### config.mk
export PLATFORM = sky130hd
export DESIGN_NAME = swd_core
export DESIGN_NICKNAME = d
export VERILOG_FILES = /design/src/swd_pkg.sv /design/src/swd_tick.sv /design/src/swd_core.sv
export SDC_FILE = /design/constraint.sdc
export NUM_CORES = 1
export LEC_CHECK = 0
export BUFFER_PORTS_ARGS = -buffer_cell sky130_fd_sc_hd__buf_4
export CORE_AREA = 2 2 91 93
export CTS_BUF_LIST = sky130_fd_sc_hd__clkbuf_4 sky130_fd_sc_hd__clkbuf_8
export DETAILED_ROUTE_END_ITERATION = 6
export DIE_AREA = 0 0 93 95
export HOLD_SLACK_MARGIN = 0.15
export PLACE_DENSITY = 0.89
export REMOVE_ABC_BUFFERS = 1
export SLEW_MARGIN = 30
export SYNTH_ARGS = -nofsm -noshare
export SYNTH_HDL_FRONTEND = slang
export SYNTH_HIERARCHICAL = 1
export SYNTH_SLANG_ARGS = --single-unit
export TNS_END_PERCENT = 1
### constraint.sdc
create_clock -name core_clk -period 3.4 [get_ports core_clk]
set_input_delay 0.51 -clock core_clk [delete_from_list [all_inputs] [get_ports core_clk]]
set_output_delay 0.51 -clock core_clk [all_outputs]
set_load 0.02 [all_outputs]
### src/swd_pkg.sv
// Package for the two-stage system watchdog: widths, timing, stage codes and port groups.
package swd_pkg;

  // ----------------------------------------------------------------
  // Counter and timing
  // ----------------------------------------------------------------
  localparam int unsigned CNT_W           = 35;
  localparam logic [CNT_W-1:0] CNT_ZERO   = 35'h0_0000_0000;
  localparam logic [CNT_W-1:0] CNT_ONE    = 35'h0_0000_0001;
  localparam int unsigned CLK_HZ          = 40_000_000;
  localparam int unsigned TICK_US         = 1000;
  localparam int unsigned TICK_CYC        = (CLK_HZ / 1_000_000) * TICK_US;
  localparam int unsigned TICK_W          = 16;
  localparam logic [TICK_W-1:0] TICK_LAST = TICK_W'(TICK_CYC - 1);
  localparam logic [TICK_W-1:0] TICK_ZERO = 16'h0000;
  localparam int unsigned MAX_TIMEOUT_S   = 600;
  localparam int unsigned RST_CYC         = 16;
  localparam int unsigned RST_W           = 5;
  localparam logic [RST_W-1:0] RST_LOAD   = RST_W'(RST_CYC);
  localparam logic [RST_W-1:0] RST_ZERO   = 5'h00;

  // ----------------------------------------------------------------
  // Interrupt type selection and stage codes
  // ----------------------------------------------------------------
  typedef enum logic [1:0] {
    SWD_IRQ_REQ = 2'b00,
    SWD_IRQ_MGMT = 2'b01,
    SWD_IRQ_CTRL = 2'b10,
    SWD_IRQ_OFF = 2'b11
  } swd_irq_sel_e;

  typedef enum logic [1:0] {
    SWD_IDLE   = 2'b00,
    SWD_STAGE1 = 2'b01,
    SWD_STAGE2 = 2'b10
  } swd_state_e;

  // Configuration from the surrounding control logic.
  typedef struct packed {
    logic               enable;
    logic [CNT_W-1:0]   preload1;
    logic [CNT_W-1:0]   preload2;
    swd_irq_sel_e       irq_sel;
  } swd_cfg_s;

  // First-stage interrupt pulses, one per type.
  typedef struct packed {
    logic irq_req;
    logic system_management_interrupt;
    logic system_control_interrupt;
  } swd_irq_s;

endpackage

### src/swd_tick.sv
// Millisecond enable divider for the system watchdog.
`timescale 1ns/10ps
module swd_tick (
  input  wire logic core_clk, // Core clock.
  input  wire logic sys_rst,  // Asynchronous reset, active high.
  input  wire logic run,      // Divider runs while high.
  output logic      tick      // One-cycle pulse every millisecond.
);
  import swd_pkg::*;

  logic [TICK_W-1:0] div_q;
  logic [TICK_W-1:0] div_d;
  wire               wrap = (div_q == TICK_LAST);

  assign div_d = (!run || wrap) ? TICK_ZERO : div_q + TICK_W'(1);

  always_ff @(posedge core_clk or posedge sys_rst) begin
    if (sys_rst) begin
      div_q <= TICK_ZERO;
      tick  <= 1'b0;
    end else begin
      div_q <= div_d;
      tick  <= run && wrap;
    end
  end
endmodule

### src/swd_core.sv
// Two-stage system watchdog: down-counter, stage control, interrupt and reset outputs.
// Notes on behaviour
// - Unrefreshed timer resets the whole board.
// - Timeout spans one millisecond to ten minutes.
// - First expiry raises request, management or control interrupt, unless type is off.
// - 35-bit down-counter loaded from first preload.
// - Counting starts only once enabled; stage one.
// - Stage one reaching zero raises internal interrupt.
// - Then load second preload; count stage two.
// - Stage two expiry asserts hard system reset.
`timescale 1ns/10ps
module swd_core (
  input  wire logic              core_clk,   // Core clock, 40 MHz.
  input  wire logic              sys_rst,    // Asynchronous reset, active high.
  input  wire swd_pkg::swd_cfg_s cfg,        // Enable, preloads and interrupt type.
  input  wire logic              reload,     // Software refresh strobe.
  output swd_pkg::swd_irq_s      irq,        // First-stage interrupt pulses.
  output logic                   sys_reset,  // Hard system reset, active high.
  output logic                   stage2,     // High while in the second stage.
  output logic [34:0]            count       // Current counter value.
);
  import swd_pkg::*;

  // ----------------------------------------------------------------
  // Millisecond time base
  // ----------------------------------------------------------------
  // One count is one millisecond, so a 35-bit counter easily covers
  // ten minutes; the finest setting of one count gives one millisecond.
  logic tick;
  wire  running;

  swd_tick u_tick (
    .core_clk (core_clk),
    .sys_rst  (sys_rst),
    .run      (running),
    .tick     (tick)
  );

  // ----------------------------------------------------------------
  // Stage control and counter
  // ----------------------------------------------------------------
  swd_state_e       state_q;
  swd_state_e       state_d;
  logic [CNT_W-1:0] cnt_q;
  logic [CNT_W-1:0] cnt_d;
  logic [RST_W-1:0] rst_cnt_q;
  logic [RST_W-1:0] rst_cnt_d;
  logic             expire1;
  logic             expire2;

  assign running = (state_q != SWD_IDLE);
  // A preload of zero still expires after one tick, never instantly.
  wire   at_end  = tick && (cnt_q <= CNT_ONE);
  assign expire1 = (state_q == SWD_STAGE1) && at_end && !reload;
  assign expire2 = (state_q == SWD_STAGE2) && at_end && !reload;

  always_comb begin
    state_d = state_q;
    cnt_d   = cnt_q;
    case (state_q)
      SWD_IDLE: begin
        cnt_d = cfg.preload1;
        if (cfg.enable) begin
          state_d = SWD_STAGE1;
        end
      end
      SWD_STAGE1, SWD_STAGE2: begin
        if (!cfg.enable) begin
          state_d = SWD_IDLE;
          cnt_d   = cfg.preload1;
        end else if (reload) begin
          state_d = SWD_STAGE1;
          cnt_d   = cfg.preload1;
        end else if (expire1) begin
          state_d = SWD_STAGE2;
          cnt_d   = cfg.preload2;
        end else if (expire2) begin
          state_d = SWD_STAGE1;
          cnt_d   = cfg.preload1;
        end else if (tick) begin
          cnt_d = cnt_q - CNT_ONE;
        end
      end
      default: begin
        state_d = SWD_IDLE;
        cnt_d   = cfg.preload1;
      end
    endcase
  end

  // ----------------------------------------------------------------
  // Reset stretch
  // ----------------------------------------------------------------
  // The reset pulse is stretched so the board reset sees a clean width.
  // A second expiry inside the pulse restarts the full width.
  assign rst_cnt_d = expire2 ? RST_LOAD :
                     (rst_cnt_q != RST_ZERO) ? rst_cnt_q - RST_W'(1) : RST_ZERO;

  // ----------------------------------------------------------------
  // Interrupt type decode
  // ----------------------------------------------------------------
  wire irq_req_d  = expire1 && (cfg.irq_sel == SWD_IRQ_REQ);
  wire irq_mgmt_d = expire1 && (cfg.irq_sel == SWD_IRQ_MGMT);
  wire irq_ctrl_d = expire1 && (cfg.irq_sel == SWD_IRQ_CTRL);

  // ----------------------------------------------------------------
  // Output registers
  // ----------------------------------------------------------------
  always_ff @(posedge core_clk or posedge sys_rst) begin
    if (sys_rst) begin
      state_q   <= SWD_IDLE;
      cnt_q     <= CNT_ZERO;
      rst_cnt_q <= RST_ZERO;
      irq       <= '0;
      sys_reset <= 1'b0;
      stage2    <= 1'b0;
      count     <= CNT_ZERO;
    end else begin
      state_q   <= state_d;
      cnt_q     <= cnt_d;
      rst_cnt_q <= rst_cnt_d;
      irq       <= '{irq_req: irq_req_d,
                     system_management_interrupt: irq_mgmt_d,
                     system_control_interrupt: irq_ctrl_d};
      sys_reset <= (rst_cnt_d != RST_ZERO);
      stage2    <= (state_d == SWD_STAGE2);
      count     <= cnt_d;
    end
  end

  // ----------------------------------------------------------------
  // Tick spacing monitor
  // ----------------------------------------------------------------
  // Counts cycles since the last tick so that the checks can hold the
  // tick spacing to one millisecond without a long repetition. Only the
  // checks below read it; it has no effect on the outputs.
  logic [TICK_W-1:0] gap_q;
  logic [TICK_W-1:0] gap_d;

  assign gap_d = (tick || !running) ? TICK_ZERO : gap_q + TICK_W'(1);

  always_ff @(posedge core_clk or posedge sys_rst) begin
    if (sys_rst) begin
      gap_q <= TICK_ZERO;
    end else begin
      gap_q <= gap_d;
    end
  end

  // ----------------------------------------------------------------
  // Checks
  // ----------------------------------------------------------------
  // The interrupt lines are one-hot and last one cycle, so any stray
  // level on them outside a first-stage expiry is an error.
  irq_fire_a: assert property (@(posedge core_clk) disable iff (sys_rst)
    expire1 && cfg.irq_sel == SWD_IRQ_MGMT |=> irq.system_management_interrupt)
    else $error("First-stage expiry gave no management interrupt.");
  stage_two_load_a: assert property (@(posedge core_clk) disable iff (sys_rst)
    expire1 && cfg.enable |=> stage2 && count == $past(cfg.preload2))
    else $error("Second stage did not load second preload.");
  reset_on_expire_a: assert property (@(posedge core_clk) disable iff (sys_rst)
    expire2 |=> sys_reset [*8])
    else $error("Second-stage expiry gave no held reset.");
  reload_stage1_a: assert property (@(posedge core_clk) disable iff (sys_rst)
    reload && running && cfg.enable |=> !stage2 && count == $past(cfg.preload1)
      && irq == '0)
    else $error("Reload did not return to stage one.");
  idle_hold_a: assert property (@(posedge core_clk) disable iff (sys_rst)
    state_q == SWD_IDLE && !cfg.enable |=> count == $past(cfg.preload1) && !stage2)
    else $error("Counter moved while not enabled.");
  count_step_a: assert property (@(posedge core_clk) disable iff (sys_rst)
    running && cfg.enable && tick && !reload && cnt_q > CNT_ONE
      |=> cnt_q == $past(cnt_q) - CNT_ONE)
    else $error("Counter did not step down on a tick.");
  tick_rate_a: assert property (@(posedge core_clk) disable iff (sys_rst)
    tick && running |=> !tick [*8])
    else $error("Time base ticks too fast.");
  no_reset_stage1_a: assert property (@(posedge core_clk) disable iff (sys_rst)
    state_q == SWD_STAGE1 && rst_cnt_q == RST_ZERO |=> !sys_reset)
    else $error("Reset asserted during stage one.");
  irq_req_a: assert property (@(posedge core_clk) disable iff (sys_rst)
    expire1 && cfg.irq_sel == SWD_IRQ_REQ |=> irq.irq_req)
    else $error("First-stage expiry gave no interrupt request.");
  irq_ctrl_a: assert property (@(posedge core_clk) disable iff (sys_rst)
    expire1 && cfg.irq_sel == SWD_IRQ_CTRL |=> irq.system_control_interrupt)
    else $error("First-stage expiry gave no control interrupt.");
  irq_off_a: assert property (@(posedge core_clk) disable iff (sys_rst)
    expire1 && cfg.irq_sel == SWD_IRQ_OFF |=> irq == '0)
    else $error("Disabled interrupt type still raised a line.");
  irq_single_a: assert property (@(posedge core_clk) disable iff (sys_rst)
    !expire1 |=> irq == '0)
    else $error("Interrupt line raised without a first-stage expiry.");
  reload_quiet_a: assert property (@(posedge core_clk) disable iff (sys_rst)
    reload && running && rst_cnt_q == RST_ZERO |=> !sys_reset && irq == '0)
    else $error("Reload still gave an interrupt or a reset.");
  stage_back_a: assert property (@(posedge core_clk) disable iff (sys_rst)
    expire2 && cfg.enable |=> !stage2 && count == $past(cfg.preload1))
    else $error("Second-stage expiry did not restart stage one.");
  reset_load_a: assert property (@(posedge core_clk) disable iff (sys_rst)
    expire2 |=> rst_cnt_q == RST_LOAD)
    else $error("Reset stretch did not load its full width.");
  disable_idle_a: assert property (@(posedge core_clk) disable iff (sys_rst)
    running && !cfg.enable |=> !stage2 && count == $past(cfg.preload1))
    else $error("Disable did not return the counter to idle.");
  stage2_rise_a: assert property (@(posedge core_clk) disable iff (sys_rst)
    $rose(stage2) |-> $past(expire1))
    else $error("Second stage entered without a first-stage expiry.");
  tick_idle_a: assert property (@(posedge core_clk) disable iff (sys_rst)
    !running |=> !tick)
    else $error("Time base ticked while idle.");
  count_hold_a: assert property (@(posedge core_clk) disable iff (sys_rst)
    running && cfg.enable && !tick && !reload |=> count == $past(count))
    else $error("Counter moved between ticks.");
  tick_slow_a: assert property (@(posedge core_clk) disable iff (sys_rst)
    running |-> gap_q <= TICK_W'(TICK_CYC))
    else $error("Time base ticks too slowly.");
  tick_fast_a: assert property (@(posedge core_clk) disable iff (sys_rst)
    tick |-> gap_q >= TICK_LAST)
    else $error("Time base tick came early.");
endmodule

==> metrics.txt <==
Max Fclk 306 MHz; hold buffer count at CTS 0; Die W 93 um; Power Total 2430 uW; Max H-tree Level 3; Startpoint Class flop; Primary FF master, synth dfrtp_1; die height 95 um; PortBufs 115; Area Overhead vs Synth 27.1%; post-synth cell types 63; vias in the first global route 4295; gr usage total 29.3%; pwr/cell area 451 mW/mm2; DRC 0; # rows 33; layout cell share with drive strength beyond 1 26.3%; Top Ports 116; worst hold-check path type in2async; Post-CTS Setup Inserts 0; GPL Wtd Cong 0.931; root buffer cell clkbuf_8; CTS clk-pin slew, worst paths 0.08 ns; Reg2Reg Setup Slack 0.13 ns; Fin. Hold Viols 0; crit path DAT 3.55 ns; antenna-violating nets left 0; WL final 12900 um; Starting DRT DRC Count 424; CP Class reg2reg; worst skew pair latency 0.34 ns; RSZ-0062 raised after global routing false; period utilization 96.1%; GRT overflow 0; post-placement cell area 0.00519 mm2; Post-Syn Area per Cell 8.68 um2; first-pass GRT wire length 20500 um; worst-margin pin slew 0.747 ns; drt wl/cell 18.0 um; EDFF count, synth 0; via/cell ratio 6.30; Max Slew Vio Count 0; Final setup viols 0; finished layout cell area 0.00540 mm2; TNS Setup 0 ns; Final min period 3.27 ns; endpoint type of the worst setup path flop; CTS tree done; YS warnings 6; Max clock buf depth 2; Initial Utilization 53.6%; Mapped Cells 489; Leakage 0.00238 uW; drt first pass iters 6; Nets 692; clk_skew 0.0104 ns; post-cts sizing count 0; CP Max Fanout 11; pin count of the biggest net entering global routing 48; Core Area 0.00793 mm2; Die Area 0.00884 mm2; Max IR drop VDD 0.000246 V; post-synthesis sequential area ratio 37.7%; initial antenna violation count 0; routed vias 4516; Worst Path Required 3.68 ns; Antenna Cells 0; slew margin rel. 50.2%; Fillers 648; status completed; Yosys reg bits 64; DP HPWL 9490 um; clk sink count 64; # Max-Cap Violations 0; mapped cell area 0.00425 mm2; CTS Buf Count 9; asr flop ratio synth 100%
[stage by stage]
step | setup WS [ns] | hold slack (ns) | util [%] | std cells
floorplan | 0.140 | 0.436 | - | 473
global placement | 0.307 | 0.454 | 65.4 | 701
detailed placement | 0.201 | 0.463 | 65.5 | 701
CTS | 0.175 | 0.282 | 68.1 | 717
global route | 0.0119 | 0.311 | 68.1 | 717
finish | 0.133 | 0.273 | 68.1 | 717
[area by class of cell]
| class | instances | area, um2 | share of cell area [%] |
|---|---|---|---|
| Tap cell | 105 | 131 | 2.44 |
| Clock buffer | 11 | 151 | 2.81 |
| Timing Repair Buffer | 123 | 923 | 17.1 |
| Multi-Input combinational cell | 386 | 2440 | 45.3 |
| Sequential cell | 64 | 1600 | 29.7 |
| Inverter | 23 | 88.8 | 1.65 |
| Clock inverter | 5 | 55.1 | 1.02 |
[state kept, by name, summed over array words and instances, names as in the netlist]
name and flops:
u_tick/div_q 16, cnt_q 35, stage2 1, u_tick/tick 1, irq 3, sys_reset 1, state_q 2, rst_cnt_q 5
[layer usage]
layer  GRT usage [%]  share of wire [%]  vias to the layer above  wire length, um
li1                -                  -                     2050                -
met1            35.3                 37                     2147             4770
met2            52.2                 51                      275             6570
met3            5.03                8.9                       44             1140
met4            11.9                3.1                        0              394
met5               0                  0                        -                0
[layout by cell type, fill, tap and decap left out, types with 13 or more instances in the layout]
master,instances
buf_4,123
dfrtp_1,64
nor2_1,55
nand2_1,48
nand3_1,26
o21ai_0,23
inv_1,22
a21oi_1,22
xnor2_1,21
nor4_1,20
nor3_1,13
[kinds of logic (layout without fill, tap and decap cells)]
logic type                 Yosys count  in the layout  synth area share [%]
adders and majority gates            9              9                  2.65
xor gates and xnor gates            33             33                  6.81
DFF                                 64             64                  37.7
buffers and inverters               39            162                  4.77
AOI/OAI and AO/OA                  113            113                  19.0
and+or+nand+nor                    231            231                  29.0
[power breakdown]
| part | switching [uW] | internal, uW |
|---|---|---|
| clock network | 311 | 376 |
| logic | 431 | 327 |
| registers | 141 | 849 |
[critical path, cell delays in order (launching register included)]
cell and delay, ns:
dfrtp_1 0.44, or3_1 0.50, or4_4 0.55, or4_1 0.84, nor3_4 0.57, a222oi_1 0.18
nand2_1 0.12
[cell usage after synthesis (2+ instances only)]
library cell	count	share of area [%]
a211o_1	4	0.83
a211oi_1	5	0.88
a21oi_1	22	2.6
a221o_1	2	0.47
a222oi_1	9	2.1
a22oi_1	8	1.4
a32oi_1	4	0.83
and2_1	3	0.44
and3_1	5	0.74
buf_2	2	0.24
buf_4	2	0.35
buf_6	4	1.1
clkbuf_1	7	0.62
dfrtp_1	64	38
ha_1	9	2.7
inv_1	23	2.0
nand2_1	48	4.2
nand2b_1	3	0.44
nand3_1	26	3.1
nand3b_1	3	0.53
nand4_1	8	1.2
nand4b_1	2	0.41
nor2_1	56	5.0
nor2_2	2	0.29
nor2b_1	4	0.59
nor3_1	13	1.5
nor3_4	2	0.77
nor3b_1	3	0.53
nor4_1	20	2.9
o211ai_1	9	1.6
o21ai_0	23	2.7
o21ai_1	3	0.35
o22ai_1	2	0.29
o2bb2ai_1	2	0.41
o31a_1	3	0.62
o31ai_1	4	0.71
o32ai_1	5	1.0
or2_2	5	0.74
or3_1	7	1.0
or4_1	8	1.4
or4_4	2	0.53
xnor2_1	21	4.3
xor2_1	12	2.5
[final timing paths]
| kind | from | endpoint | depth (start not counted) |
|---|---|---|---|
| worst max-delay path | cnt_q[10] | cnt_q[31] | 6 |
| worst min-delay path | sys_rst | cnt_q[28] | 2 |
| worst max register to register | cnt_q[10] | cnt_q[31] | 6 |
| worst min register to register | rst_cnt_q[0] | rst_cnt_q[0] | 1 |
| max in group asynchronous | sys_rst | u_tick/tick | 2 |
| min in group core_clk | cfg[0] | irq[0] | 2 |
Power figures use the tool's default switching activity.
